==> config.mk <==
export PLATFORM = sky130hd
export DESIGN_NAME = cmh_msg_handler
export DESIGN_NICKNAME = d
export VERILOG_FILES = /design/src/logic/cmh_pkg.sv /design/src/logic/cmh_msg_handler.sv /design/src/logic/cmh_id_ram.sv
export VERILOG_INCLUDE_DIRS = /design/src /design/src/logic
export SDC_FILE = /design/constraint.sdc
export NUM_CORES = 1
export LEC_CHECK = 0
export BUFFER_PORTS_ARGS = -buffer_cell sky130_fd_sc_hd__buf_2
export CORE_UTILIZATION = 65
export CTS_CLUSTER_DIAMETER = 60
export DETAILED_ROUTE_END_ITERATION = 7
export PLACE_DENSITY = 0.82
export SETUP_SLACK_MARGIN = 0.15
export SLEW_MARGIN = 20
export SYNTH_ARGS = -nofsm -noshare
export SYNTH_HDL_FRONTEND = slang
export SYNTH_SLANG_ARGS = --single-unit
export TNS_END_PERCENT = 1
==> constraint.sdc <==
create_clock -name pclk -period 7.8 [get_ports pclk]
set_input_delay 1.56 -clock pclk [delete_from_list [all_inputs] [get_ports pclk]]
set_output_delay 1.56 -clock pclk [all_outputs]
set_load 0.05 [all_outputs]
==> src/logic/cmh_regs.svh <==
`ifndef CMH_REGS_SVH
`define CMH_REGS_SVH

// Register byte addresses
`define CMH_OFF_CTRL 12'h000
`define CMH_OFF_STAT 12'h004
`define CMH_OFF_IR 12'h008
`define CMH_OFF_TX_BUFFER_ADD_REQUEST 12'h00C
`define CMH_OFF_TX_OCCURRED_FLAGS 12'h010
`define CMH_OFF_TXSEL 12'h014
`define CMH_OFF_TXID 12'h018
`define CMH_OFF_FIFO 12'h01C
`define CMH_OFF_SFILT 12'h020
`define CMH_OFF_EFILT0 12'h024
`define CMH_OFF_EFILT1 12'h028
`define CMH_OFF_ECR 12'h02C
`define CMH_OFF_PSR 12'h030

// Control register
`define CMH_CTRL_RST 4'h1
`define CMH_CTRL_HALT 0
`define CMH_CTRL_UNLOCK 1
`define CMH_CTRL_QMODE 2
`define CMH_CTRL_DBGEN 3
`define CMH_CTRL_W 3:0

// Flag register
`define CMH_TX_COMPLETE_FLAG 0
`define CMH_TX_FIFO_EMPTY_FLAG 1
`define CMH_HIGH_PRIORITY_MSG_FLAG 2
`define CMH_IR_W 2:0

// Filter element fields
`define CMH_SF_CMP 10:0
`define CMH_SF_MSK 21:11
`define CMH_SF_FT 23:22
`define CMH_SF_FEC 26:24
`define CMH_EF_ID 28:0
`define CMH_EF_FEC 31:29
`define CMH_EF_FT 31:30

// Filter configuration codes
`define CMH_FEC_DIS 3'h0
`define CMH_FEC_FIFO0 3'h1
`define CMH_FEC_FIFO1 3'h2
`define CMH_FEC_REJECT 3'h3
`define CMH_FEC_PRIO 3'h4
`define CMH_FEC_PRIO_F0 3'h5
`define CMH_FEC_PRIO_F1 3'h6
`define CMH_FEC_DEBUG 3'h7

// Filter types
`define CMH_FT_RANGE 2'h0
`define CMH_FT_DUAL 2'h1
`define CMH_FT_CLASSIC 2'h2

// Transmit identifier word
`define CMH_TXID_EXT 29
`define CMH_TXID_W 29:0

`define CMH_CEL_MAX 8'hFF
`define CMH_LEC_NONE 3'h0

`endif

==> src/logic/cmh_pkg.sv <==
package cmh_pkg;
   typedef enum logic [1:0] {
      CMH_DMS_IDLE,
      CMH_DMS_GOT_A,
      CMH_DMS_GOT_AB,
      CMH_DMS_DMA_WAIT
   } cmh_dms_t;

   typedef struct packed {
      logic valid;
      logic ext;
      logic [28:0] id;
   } cmh_rx_frame_t;

   typedef struct packed {
      logic req;
      logic ext;
      logic [28:0] id;
   } cmh_tx_req_t;

   typedef struct packed {
      logic [2:0] lec;
      logic [2:0] dlec;
      logic pxe;
      logic rfdf;
      logic rbrs;
      logic resi;
      logic cel_inc;
   } cmh_pe_status_t;

   typedef struct packed {
      logic valid;
      logic [3:0] slot;
      logic ext;
      logic [28:0] id;
   } cmh_pipe_ent_t;
endpackage : cmh_pkg

==> src/logic/cmh_msg_handler.sv <==
// The address map and the APB register port were decided locally.
`include "cmh_regs.svh"

// Function
// - Extended filter code 001 stores in receive FIFO 0, 010 in FIFO 1.
// - Extended filter type 10: first field compare value, second field mask.
// - Zero mask bits are ignored; all-zero mask accepts every frame.
// - Standard filters support codes 001/010 and classic type 10 likewise.
// - Handler scans buffers continuously, keeping a three-entry pipeline of best messages.
// - Higher-priority new request is inserted ahead while an earlier frame transmits.
// - Lost arbitration or error: next entry takes over, failed one is requeued.
// - Queue-select bit 0: dedicated buffers and FIFO compete by bus priority.
// - Ones written to add-request mark buffers pending, several per write.
// - Equal identifiers requested together go out lowest buffer number first.
// - Finished frame raises complete flag and sets that buffer's occurred bit.
// - FIFO-empty flag sets when a FIFO frame completes and none remain.
// - Halt request or bus-off returns the debug machine to Idle.
// - Config unlock bit leaves the debug state field untouched.
// - In state 11 the DMA request holds until acknowledge, halt, bus-off or debug disable returns to Idle.
// - States 01 and 10 advance on further debug messages while not halted.
// - Without debug support enabled the debug machine stays Idle.
// - Error counter, exception, FD, rate-switch, ESI and error codes clear on read.
// - Acceptance by a filter with code 100, 101 or 110 sets high-priority flag.
module cmh_msg_handler import cmh_pkg::*; #(
   parameter int N_DED = 4,
   parameter int N_FIFO = 4
) (
   input wire logic pclk,
   input wire logic presetn,
   input wire logic psel,
   input wire logic penable,
   input wire logic pwrite,
   input wire logic [11:0] paddr,
   input wire logic [31:0] pwdata,
   output logic [31:0] prdata,
   output logic pready,
   output logic pslverr,
   input cmh_rx_frame_t rx_frame,
   output logic rx_store_fifo0,
   output logic rx_store_fifo1,
   output cmh_tx_req_t tx_req,
   input wire logic tx_done,
   input wire logic tx_fail,
   input cmh_pe_status_t pe_status,
   input wire logic bus_off,
   input wire logic dma_ack,
   output logic dma_req
);
   // Slot numbers travel in 4 bits, so N_DED + N_FIFO must stay at or below 16
   localparam int NS = N_DED + N_FIFO;
   localparam int SW = $clog2(NS);
   localparam int FW = $clog2(N_FIFO);

   logic [3:0] ctrl_reg;
   logic [2:0] ir_reg;
   logic [NS-1:0] pend_reg;
   logic [NS-1:0] pend_next;
   logic [NS-1:0] occ_reg;
   logic [SW-1:0] sel_reg;
   logic [26:0] sfilt_reg;
   logic [31:0] efilt0_reg;
   logic [31:0] efilt1_reg;
   logic [7:0] cel_reg;
   logic [3:0] psr_flags_reg;
   logic [2:0] lec_reg;
   logic [2:0] dlec_reg;
   logic [FW-1:0] get_reg;
   logic [FW-1:0] put_reg;
   cmh_pipe_ent_t pipe_reg [3];
   logic [SW-1:0] scan_ptr_reg;
   logic [SW-1:0] scan_slot_reg;
   logic scan_vld_reg;
   logic clean_reg;
   cmh_dms_t dms_reg;
   logic pslverr_reg;
   logic [31:0] rd_data;
   logic rd_hit;
   logic setup;
   logic access;
   logic wr;
   logic halt;
   logic qmode;
   logic fifo_full;
   logic [NS-1:0] done_mask;
   logic [NS-1:0] ded_set;
   logic [NS-1:0] fifo_set;
   logic fifo_done;
   logic mem_we;
   logic [SW-1:0] mem_waddr;
   logic [29:0] mem_rdata;
   logic elig;
   logic in_pipe;
   logic ins_ok;
   logic [29:0] cand_key;
   logic [3:0] cand_slot;
   logic std_ok;
   logic ext_ok;
   logic rx_hit;
   logic [2:0] fec;
   logic dbg_msg;
   logic clr_ecr;
   logic clr_psr;

   function automatic logic filt_hit(input logic [1:0] ft, input logic [28:0] id,
                                     input logic [28:0] a, input logic [28:0] b);
      logic r;
      case (ft)
         `CMH_FT_RANGE: r = (id >= a) && (id <= b);
         `CMH_FT_DUAL: r = (id == a) || (id == b);
         `CMH_FT_CLASSIC: r = ((id ^ a) & b) == '0;
         default: r = 1'b0;
      endcase
      return r;
   endfunction : filt_hit

   // Lower key wins; standard ids align with the base part of extended ids
   function automatic logic [29:0] arb_key(input logic ext, input logic [28:0] id);
      return ext ? {id, 1'b1} : {id[10:0], 18'h0_0000, 1'b0};
   endfunction : arb_key

   function automatic logic beats(input cmh_pipe_ent_t e, input logic [29:0] ck,
                                  input logic [3:0] cs);
      logic [29:0] ek;
      ek = arb_key(e.ext, e.id);
      return !e.valid || (ck < ek) || ((ck == ek) && (cs < e.slot));
   endfunction : beats

   function automatic logic [FW-1:0] wrap_inc(input logic [FW-1:0] v);
      return (v == FW'(N_FIFO - 1)) ? '0 : v + FW'(1);
   endfunction : wrap_inc

   assign setup = psel & ~penable;
   assign access = psel & penable;
   assign wr = access & pwrite;
   assign pready = access;
   assign pslverr = pslverr_reg;
   assign halt = ctrl_reg[`CMH_CTRL_HALT];
   assign qmode = ctrl_reg[`CMH_CTRL_QMODE];
   assign clr_ecr = setup & ~pwrite & (paddr == `CMH_OFF_ECR);
   assign clr_psr = setup & ~pwrite & (paddr == `CMH_OFF_PSR);

   // Read data is captured in the setup cycle so prdata comes from a flop
   always_comb begin
      rd_data = '0;
      rd_hit = 1'b1;
      case (paddr)
         `CMH_OFF_CTRL: rd_data = 32'(ctrl_reg);
         `CMH_OFF_STAT: rd_data = 32'({tx_req.req, fifo_full, dms_reg});
         `CMH_OFF_IR: rd_data = 32'(ir_reg);
         `CMH_OFF_TX_BUFFER_ADD_REQUEST: rd_data = 32'(pend_reg);
         `CMH_OFF_TX_OCCURRED_FLAGS: rd_data = 32'(occ_reg);
         `CMH_OFF_TXSEL: rd_data = 32'(sel_reg);
         `CMH_OFF_TXID, `CMH_OFF_FIFO: rd_data = '0;
         `CMH_OFF_SFILT: rd_data = 32'(sfilt_reg);
         `CMH_OFF_EFILT0: rd_data = efilt0_reg;
         `CMH_OFF_EFILT1: rd_data = efilt1_reg;
         `CMH_OFF_ECR: rd_data = 32'(cel_reg);
         `CMH_OFF_PSR: rd_data = 32'({psr_flags_reg, dlec_reg, 5'h00, lec_reg});
         default: rd_hit = 1'b0;
      endcase
   end

   always_ff @(posedge pclk or negedge presetn) begin
      if (!presetn) begin
         prdata <= '0;
         pslverr_reg <= 1'b0;
      end else if (setup) begin
         prdata <= pwrite ? '0 : rd_data;
         pslverr_reg <= ~rd_hit;
      end
   end

   // The unlock bit only gates filter writes; it never touches the debug state
   always_ff @(posedge pclk or negedge presetn) begin
      if (!presetn) begin
         ctrl_reg <= `CMH_CTRL_RST;
         sel_reg <= '0;
      end else if (wr) begin
         if (paddr == `CMH_OFF_CTRL) begin
            ctrl_reg <= pwdata[`CMH_CTRL_W];
         end
         if (paddr == `CMH_OFF_TXSEL) begin
            sel_reg <= pwdata[SW-1:0];
         end
      end
   end

   // Filters only change while halted and unlocked; halt does not stop reception, so a frame can see half an update
   always_ff @(posedge pclk or negedge presetn) begin
      if (!presetn) begin
         sfilt_reg <= '0;
         efilt0_reg <= '0;
         efilt1_reg <= '0;
      end else if (wr && halt && ctrl_reg[`CMH_CTRL_UNLOCK]) begin
         if (paddr == `CMH_OFF_SFILT) begin
            sfilt_reg <= pwdata[26:0];
         end
         if (paddr == `CMH_OFF_EFILT0) begin
            efilt0_reg <= pwdata;
         end
         if (paddr == `CMH_OFF_EFILT1) begin
            efilt1_reg <= pwdata;
         end
      end
   end

   // Acceptance filtering, one standard and one extended element
   always_comb begin
      std_ok = filt_hit(sfilt_reg[`CMH_SF_FT], 29'(rx_frame.id[10:0]),
                        29'(sfilt_reg[`CMH_SF_CMP]), 29'(sfilt_reg[`CMH_SF_MSK]));
      ext_ok = filt_hit(efilt1_reg[`CMH_EF_FT], rx_frame.id,
                        efilt0_reg[`CMH_EF_ID], efilt1_reg[`CMH_EF_ID]);
      fec = rx_frame.ext ? efilt0_reg[`CMH_EF_FEC] : sfilt_reg[`CMH_SF_FEC];
      rx_hit = rx_frame.valid & (rx_frame.ext ? ext_ok : std_ok);
      dbg_msg = rx_hit & (fec == `CMH_FEC_DEBUG);
   end

   always_ff @(posedge pclk or negedge presetn) begin
      if (!presetn) begin
         rx_store_fifo0 <= 1'b0;
         rx_store_fifo1 <= 1'b0;
      end else begin
         rx_store_fifo0 <= rx_hit & ((fec == `CMH_FEC_FIFO0) | (fec == `CMH_FEC_PRIO_F0));
         rx_store_fifo1 <= rx_hit & ((fec == `CMH_FEC_FIFO1) | (fec == `CMH_FEC_PRIO_F1));
      end
   end

   // Transmit buffer identifiers; FIFO elements sit above the dedicated buffers
   assign fifo_full = pend_reg[N_DED + int'(put_reg)];
   assign mem_we = wr & ((paddr == `CMH_OFF_TXID) | ((paddr == `CMH_OFF_FIFO) & ~fifo_full));
   assign mem_waddr = (paddr == `CMH_OFF_FIFO) ? SW'(N_DED) + SW'(put_reg) : sel_reg;

   cmh_id_ram #(.W(30), .D(NS)) u_id_ram (
      .pclk(pclk),
      .presetn(presetn),
      .wr_en(mem_we),
      .wr_addr(mem_waddr),
      .wr_data(pwdata[`CMH_TXID_W]),
      .rd_addr(scan_ptr_reg),
      .rd_data(mem_rdata)
   );

   always_comb begin
      done_mask = '0;
      if (tx_done && pipe_reg[0].valid) begin
         done_mask = NS'(1) << pipe_reg[0].slot;
      end
      ded_set = '0;
      if (wr && (paddr == `CMH_OFF_TX_BUFFER_ADD_REQUEST)) begin
         ded_set = NS'(pwdata[N_DED-1:0]);
      end
      fifo_set = '0;
      if (wr && (paddr == `CMH_OFF_FIFO) && !fifo_full) begin
         fifo_set = NS'(1) << (N_DED + int'(put_reg));
      end
      pend_next = (pend_reg & ~done_mask) | ded_set | fifo_set;
      fifo_done = done_mask[NS-1:N_DED] != '0;
   end

   always_ff @(posedge pclk or negedge presetn) begin
      if (!presetn) begin
         pend_reg <= '0;
         occ_reg <= '0;
      end else begin
         pend_reg <= pend_next;
         occ_reg <= (occ_reg & ~(ded_set | fifo_set)) | done_mask;
      end
   end

   // Queue mode frees slots out of order, so a push may wait on a busy put slot
   always_ff @(posedge pclk or negedge presetn) begin
      if (!presetn) begin
         put_reg <= '0;
         get_reg <= '0;
      end else begin
         if (fifo_set != '0) begin
            put_reg <= wrap_inc(put_reg);
         end
         if (fifo_done && !qmode) begin
            get_reg <= wrap_inc(get_reg);
         end
      end
   end

   // Set wins over the write-one-to-clear of the same cycle
   always_ff @(posedge pclk or negedge presetn) begin
      if (!presetn) begin
         ir_reg <= '0;
      end else begin
         ir_reg <= (ir_reg & ~((wr && (paddr == `CMH_OFF_IR)) ? pwdata[`CMH_IR_W] : 3'h0))
                   | {rx_hit & fec[2] & (fec != `CMH_FEC_DEBUG),
                      fifo_done & (pend_next[NS-1:N_DED] == '0),
                      done_mask != '0};
      end
   end

   // Scanner walks all slots, one per cycle, memory data one cycle behind
   always_ff @(posedge pclk or negedge presetn) begin
      if (!presetn) begin
         scan_ptr_reg <= '0;
         scan_slot_reg <= '0;
         scan_vld_reg <= 1'b0;
         clean_reg <= 1'b0;
      end else begin
         scan_ptr_reg <= (scan_ptr_reg == SW'(NS - 1)) ? '0 : scan_ptr_reg + SW'(1);
         scan_slot_reg <= scan_ptr_reg;
         scan_vld_reg <= 1'b1;
         clean_reg <= ~|(ded_set | fifo_set) & (clean_reg | (scan_slot_reg == '0));
      end
   end

   // Outside queue mode only the FIFO head competes, which keeps FIFO write order on the bus
   always_comb begin
      cand_slot = 4'(scan_slot_reg);
      cand_key = arb_key(mem_rdata[`CMH_TXID_EXT], mem_rdata[28:0]);
      elig = pend_reg[scan_slot_reg]
             & ((int'(scan_slot_reg) < N_DED) | qmode
                | (scan_slot_reg == SW'(N_DED) + SW'(get_reg)));
      in_pipe = 1'b0;
      for (int i = 0; i < 3; i++) begin
         in_pipe = in_pipe | (pipe_reg[i].valid & (pipe_reg[i].slot == cand_slot));
      end
      ins_ok = scan_vld_reg & elig & ~in_pipe & ~tx_done & ~tx_fail;
   end

   // Entry 0 loads after a whole pass with no new request, so ties keep buffer order
   always_ff @(posedge pclk or negedge presetn) begin
      if (!presetn) begin
         for (int i = 0; i < 3; i++) begin
            pipe_reg[i] <= '0;
         end
      end else if ((tx_done || tx_fail) && pipe_reg[0].valid) begin
         pipe_reg[0] <= pipe_reg[1];
         pipe_reg[1] <= pipe_reg[2];
         pipe_reg[2] <= '0;
      end else if (ins_ok && beats(pipe_reg[1], cand_key, cand_slot)) begin
         pipe_reg[1] <= {1'b1, cand_slot, mem_rdata};
         pipe_reg[2] <= pipe_reg[1];
      end else if (ins_ok && beats(pipe_reg[2], cand_key, cand_slot)) begin
         pipe_reg[2] <= {1'b1, cand_slot, mem_rdata};
      end else if (!pipe_reg[0].valid && clean_reg && scan_slot_reg == SW'(NS - 1)) begin
         pipe_reg[0] <= pipe_reg[1];
         pipe_reg[1] <= pipe_reg[2];
         pipe_reg[2] <= '0;
      end
   end

   // A failed slot stays pending, so the scanner requeues it by priority
   assign tx_req.req = pipe_reg[0].valid & ~halt;
   assign tx_req.ext = pipe_reg[0].ext;
   assign tx_req.id = pipe_reg[0].id;

   // Debug message machine
   always_ff @(posedge pclk or negedge presetn) begin
      if (!presetn) begin
         dms_reg <= CMH_DMS_IDLE;
      end else if (!ctrl_reg[`CMH_CTRL_DBGEN]) begin
         dms_reg <= CMH_DMS_IDLE;
      end else if (halt || bus_off) begin
         dms_reg <= CMH_DMS_IDLE;
      end else begin
         case (dms_reg)
            CMH_DMS_IDLE: if (dbg_msg) dms_reg <= CMH_DMS_GOT_A;
            CMH_DMS_GOT_A: if (dbg_msg) dms_reg <= CMH_DMS_GOT_AB;
            CMH_DMS_GOT_AB: if (dbg_msg) dms_reg <= CMH_DMS_DMA_WAIT;
            CMH_DMS_DMA_WAIT: if (dma_ack) dms_reg <= CMH_DMS_IDLE;
            default: dms_reg <= CMH_DMS_IDLE;
         endcase
      end
   end

   assign dma_req = dms_reg == CMH_DMS_DMA_WAIT;

   // Read clears at the setup edge, the same edge that captures prdata
   always_ff @(posedge pclk or negedge presetn) begin
      if (!presetn) begin
         cel_reg <= '0;
      end else if (pe_status.cel_inc) begin
         cel_reg <= clr_ecr ? 8'h01 : (cel_reg == `CMH_CEL_MAX) ? cel_reg : cel_reg + 8'h01;
      end else if (clr_ecr) begin
         cel_reg <= '0;
      end
   end

   always_ff @(posedge pclk or negedge presetn) begin
      if (!presetn) begin
         psr_flags_reg <= '0;
         lec_reg <= `CMH_LEC_NONE;
         dlec_reg <= `CMH_LEC_NONE;
      end else begin
         psr_flags_reg <= (clr_psr ? 4'h0 : psr_flags_reg)
                          | {pe_status.pxe, pe_status.rfdf, pe_status.rbrs, pe_status.resi};
         if (pe_status.lec != `CMH_LEC_NONE) begin
            lec_reg <= pe_status.lec;
         end else if (clr_psr) begin
            lec_reg <= `CMH_LEC_NONE;
         end
         if (pe_status.dlec != `CMH_LEC_NONE) begin
            dlec_reg <= pe_status.dlec;
         end else if (clr_psr) begin
            dlec_reg <= `CMH_LEC_NONE;
         end
      end
   end
endmodule : cmh_msg_handler

==> src/logic/cmh_id_ram.sv <==
module cmh_id_ram #(
   parameter int W = 30,
   parameter int D = 8
) (
   input wire logic pclk,
   input wire logic presetn,
   input wire logic wr_en,
   input wire logic [$clog2(D)-1:0] wr_addr,
   input wire logic [W-1:0] wr_data,
   input wire logic [$clog2(D)-1:0] rd_addr,
   output logic [W-1:0] rd_data
);
   logic [W-1:0] mem [D];

   // No reset on the array: contents are valid only once written
   always_ff @(posedge pclk) begin
      if (wr_en) begin
         mem[wr_addr] <= wr_data;
      end
   end

   always_ff @(posedge pclk or negedge presetn) begin
      if (!presetn) begin
         rd_data <= '0;
      end else begin
         rd_data <= mem[rd_addr];
      end
   end
endmodule : cmh_id_ram

==> out/results.txt <==
Via count of the first global-routing pass = 18569
Commonest non-fill, non-tap cells in the layout = dfrtp_1 (315), edfxtp_1 (240), nand2_1 (190)
Initial core utilization = 66.2%
WP depth = 11
H-tree levels = 2
Most common cell after layout, fill and taps aside = dfrtp_1
DIE HEIGHT = 206 µm
CP required = 8.28 ns
Worst Setup Start Kind = register
Tmin final = 4.96 ns
Worst-case reg-to-reg path depth = 11
Hold Path Class = reg2reg
FMAX = 0.202 GHz
Hpwl dp = 49600 µm
Std-Cell Rows = 74
Max Slew Vio Count = 0
Global Route Usage Sum = 34.9%
Die X = 206 µm
Asr flop ratio synth = 57.1%
R2r startpoint = u_id_ram.rd_data[29]
Leak Pwr = 13.0 nW
Worst-Margin Slew = 1.04 ns
Final Cell Area = 0.0303 mm²
Worst R2R End = tx_req[19]
CP Capture Point = tx_req[19]
Setup_tns = 0 ns
Buffer count from post-CTS setup fixing = 0
#FFs+latches synth = 559
Pwr Density = 202 mW/mm²
Final Cycle Share = 63.6%
Arr. time, crit path = 5.44 ns
CP Class = reg2reg
Routed length per instance = 26.0 µm
Insertion delay to the later sink of the worst-skew pair = 0.61 ns
Max incr delay on CP = 1.03 ns
IR drop worst, VDD = 0.191 mV
Critical-path top delay cell = dfrtp_1
DP Area = 0.0284 mm²
Status = finished with violations
Drt first pass iters = 8
Clk buf depth = 3
Max_slew headroom = 30.5%
IO buf count = 162
Max reg flops = 240
Die area = 0.0426 mm²
Slack of the critical path = 2.84 ns
DRT antenna net count = 0
Main synth FF type = dfrtp_1
Unique cell type count in the Yosys netlist = 68
WL final = 72600 µm
Nets = 2462
Layout cells sized above 1 = 24.2%
CP Max Fanout = 44
Reg2Reg Setup Slack = 2.84 ns
IO Pins = 163
Synthesized area = 0.0272 mm²
CTS sink count = 559
Synthesized net count = 2327
Overflow after GRT = 0
Clock transition at the registers of the reported paths = 0.06 ns
Floorplan core area = 0.0410 mm²
CP endpoint kind = register
Final Hold Fails = 0
First-pass GRT wire length = 110000 µm
DR vias = 18490
CP cell instances = mux2_2, ha_1, a21oi_1, nand2_1, a21oi_1, a32oi_1, o31ai_1, nor2b_4, nor2_4, buf_4, mux2_4
Final Skew = 0.0230 ns
Sequential area share after synthesis = 55.9%
Synth Warn # = 0
Initial antenna violation count = 4
Max-cap violations = 0
Most frequent CP cell = a21oi_1
Final setup violating endpoints = 0
Failing checks = DRC
RSZ-0062 raised after global routing = no
GPL Wtd Cong = 1.00
CTS tree = yes
Worst slack at placement = 2.92 ns
Via density = 6.63
Post-cts hold buffer count = 0
WP buf/inv = 1
Syn avg cell area = 13.1 µm²
Largest net degree at the start of global routing = 148
Synth-to-Final Area Change = 11.5%
CTS buffer count = 56
Worst path top cell family by delay = simple AND/OR/NAND/NOR gates
Initial DRC count = 1956
CTS resizes = 0
CP Launch Point = u_id_ram.rd_data[29]
Number of flops mapped to enable cells by yosys = 240
DRC Markers = 16
Fillers = 2579
Gate Count Post-Synth = 2073
Clock root buffer master = clkbuf_16
## layer usage
| layer | vias up | wire [µm] | track usage [%] |
|---|---|---|---|
| met4 | 2 | 3340 | 15.9 |
| met1 | 9336 | 29200 | 46.7 |
| met3 | 199 | 5260 | 4.92 |
| met5 | - | 11 | 0 |
| met2 | 934 | 34800 | 56.9 |
| li1 | 8019 | - | - |
## report_power, final
group,switching (mW),internal [mW],total (mW)
logic,0.149,0.0663,0.215
clock network,1.15,1.64,2.78
registers,0.0219,3.09,3.11
total,1.32,4.79,6.11
## how the worst min path moves through the flow
| stage | startpoint | to | slack [ns] | cells past startpoint |
|---|---|---|---|---|
| 3_3_place_gp | prdata[2] | prdata[2] | 0.45 | 1 |
| 3_5_place_dp | prdata[1] | prdata[1] | 0.46 | 1 |
| 4_1_cts | prdata[1] | prdata[1] | 0.48 | 1 |
| 5_1_grt | prdata[2] | prdata[2] | 0.50 | 1 |
| 2_1_floorplan | scan_ptr_reg[1] | scan_slot_reg[1] | 0.38 | 0 |
| 6_report | prdata[2] | prdata[2] | 0.48 | 1 |
## logic make-up after synthesis
kind of cell / count (synthesis) / synth area share [%]
adders and majority gates: 159 / 7.32
other: 1 / 0.0138
muxes: 314 / 15.6
and+or+nand+nor: 424 / 7.48
xor gates and xnor gates: 10 / 0.322
DFF: 559 / 55.9
buffers and inverters: 226 / 3.80
AOI/OAI and AO/OA: 380 / 9.49
## per-stage QoR
stage | utilization (%) | std cells | hold slack, ns | total power [mW]
finish | 73.8 | 2790 | 0.477 | 6.11
global route | 73.8 | 2789 | 0.498 | 6.27
CTS | 73.8 | 2788 | 0.479 | 6.13
detailed placement | 69.1 | 2682 | 0.460 | 3.38
global placement | 69.1 | 2682 | 0.454 | 3.37
floorplan | - | 2073 | 0.376 | 3.25
## area by class of cell
cell class	instances	area [µm²]	area share [%]
inverter	110	413	1.36
tap	532	666	2.20
clock inverter	32	330	1.09
multi-input combinational	1288	11000	36.4
antenna	2	5.00	0.0165
sequential	559	15200	50.2
clock buffer	74	1590	5.26
timing repair buffer	193	1070	3.52
## synth_stat cells, types with 9 or more instances
cell / n / area, µm²
ha_1: 159 / 1990
a31oi_1: 11 / 68.8
nand2b_1: 16 / 100
a221oi_1: 18 / 158
a21o_1: 45 / 338
a21oi_1: 57 / 285
a22oi_1: 21 / 158
buf_2: 12 / 60.1
inv_1: 110 / 413
nand2_1: 191 / 717
buf_1: 17 / 63.8
nor2_1: 51 / 191
nor2b_1: 14 / 87.6
o22ai_1: 30 / 188
and2_1: 20 / 125
a22o_1: 53 / 464
nand4_1: 27 / 169
nand3_1: 30 / 150
mux2i_1: 77 / 771
a211oi_1: 9 / 67.6
buf_4: 31 / 233
dfrtp_1: 318 / 7960
clkbuf_1: 48 / 180
mux2_4: 30 / 450
nor4_1: 19 / 119
edfxtp_1: 240 / 7210
nor3_1: 20 / 100
o21ai_0: 91 / 455
mux2_2: 145 / 1630
mux4_2: 62 / 1400
Power figures use the tool's default switching activity.
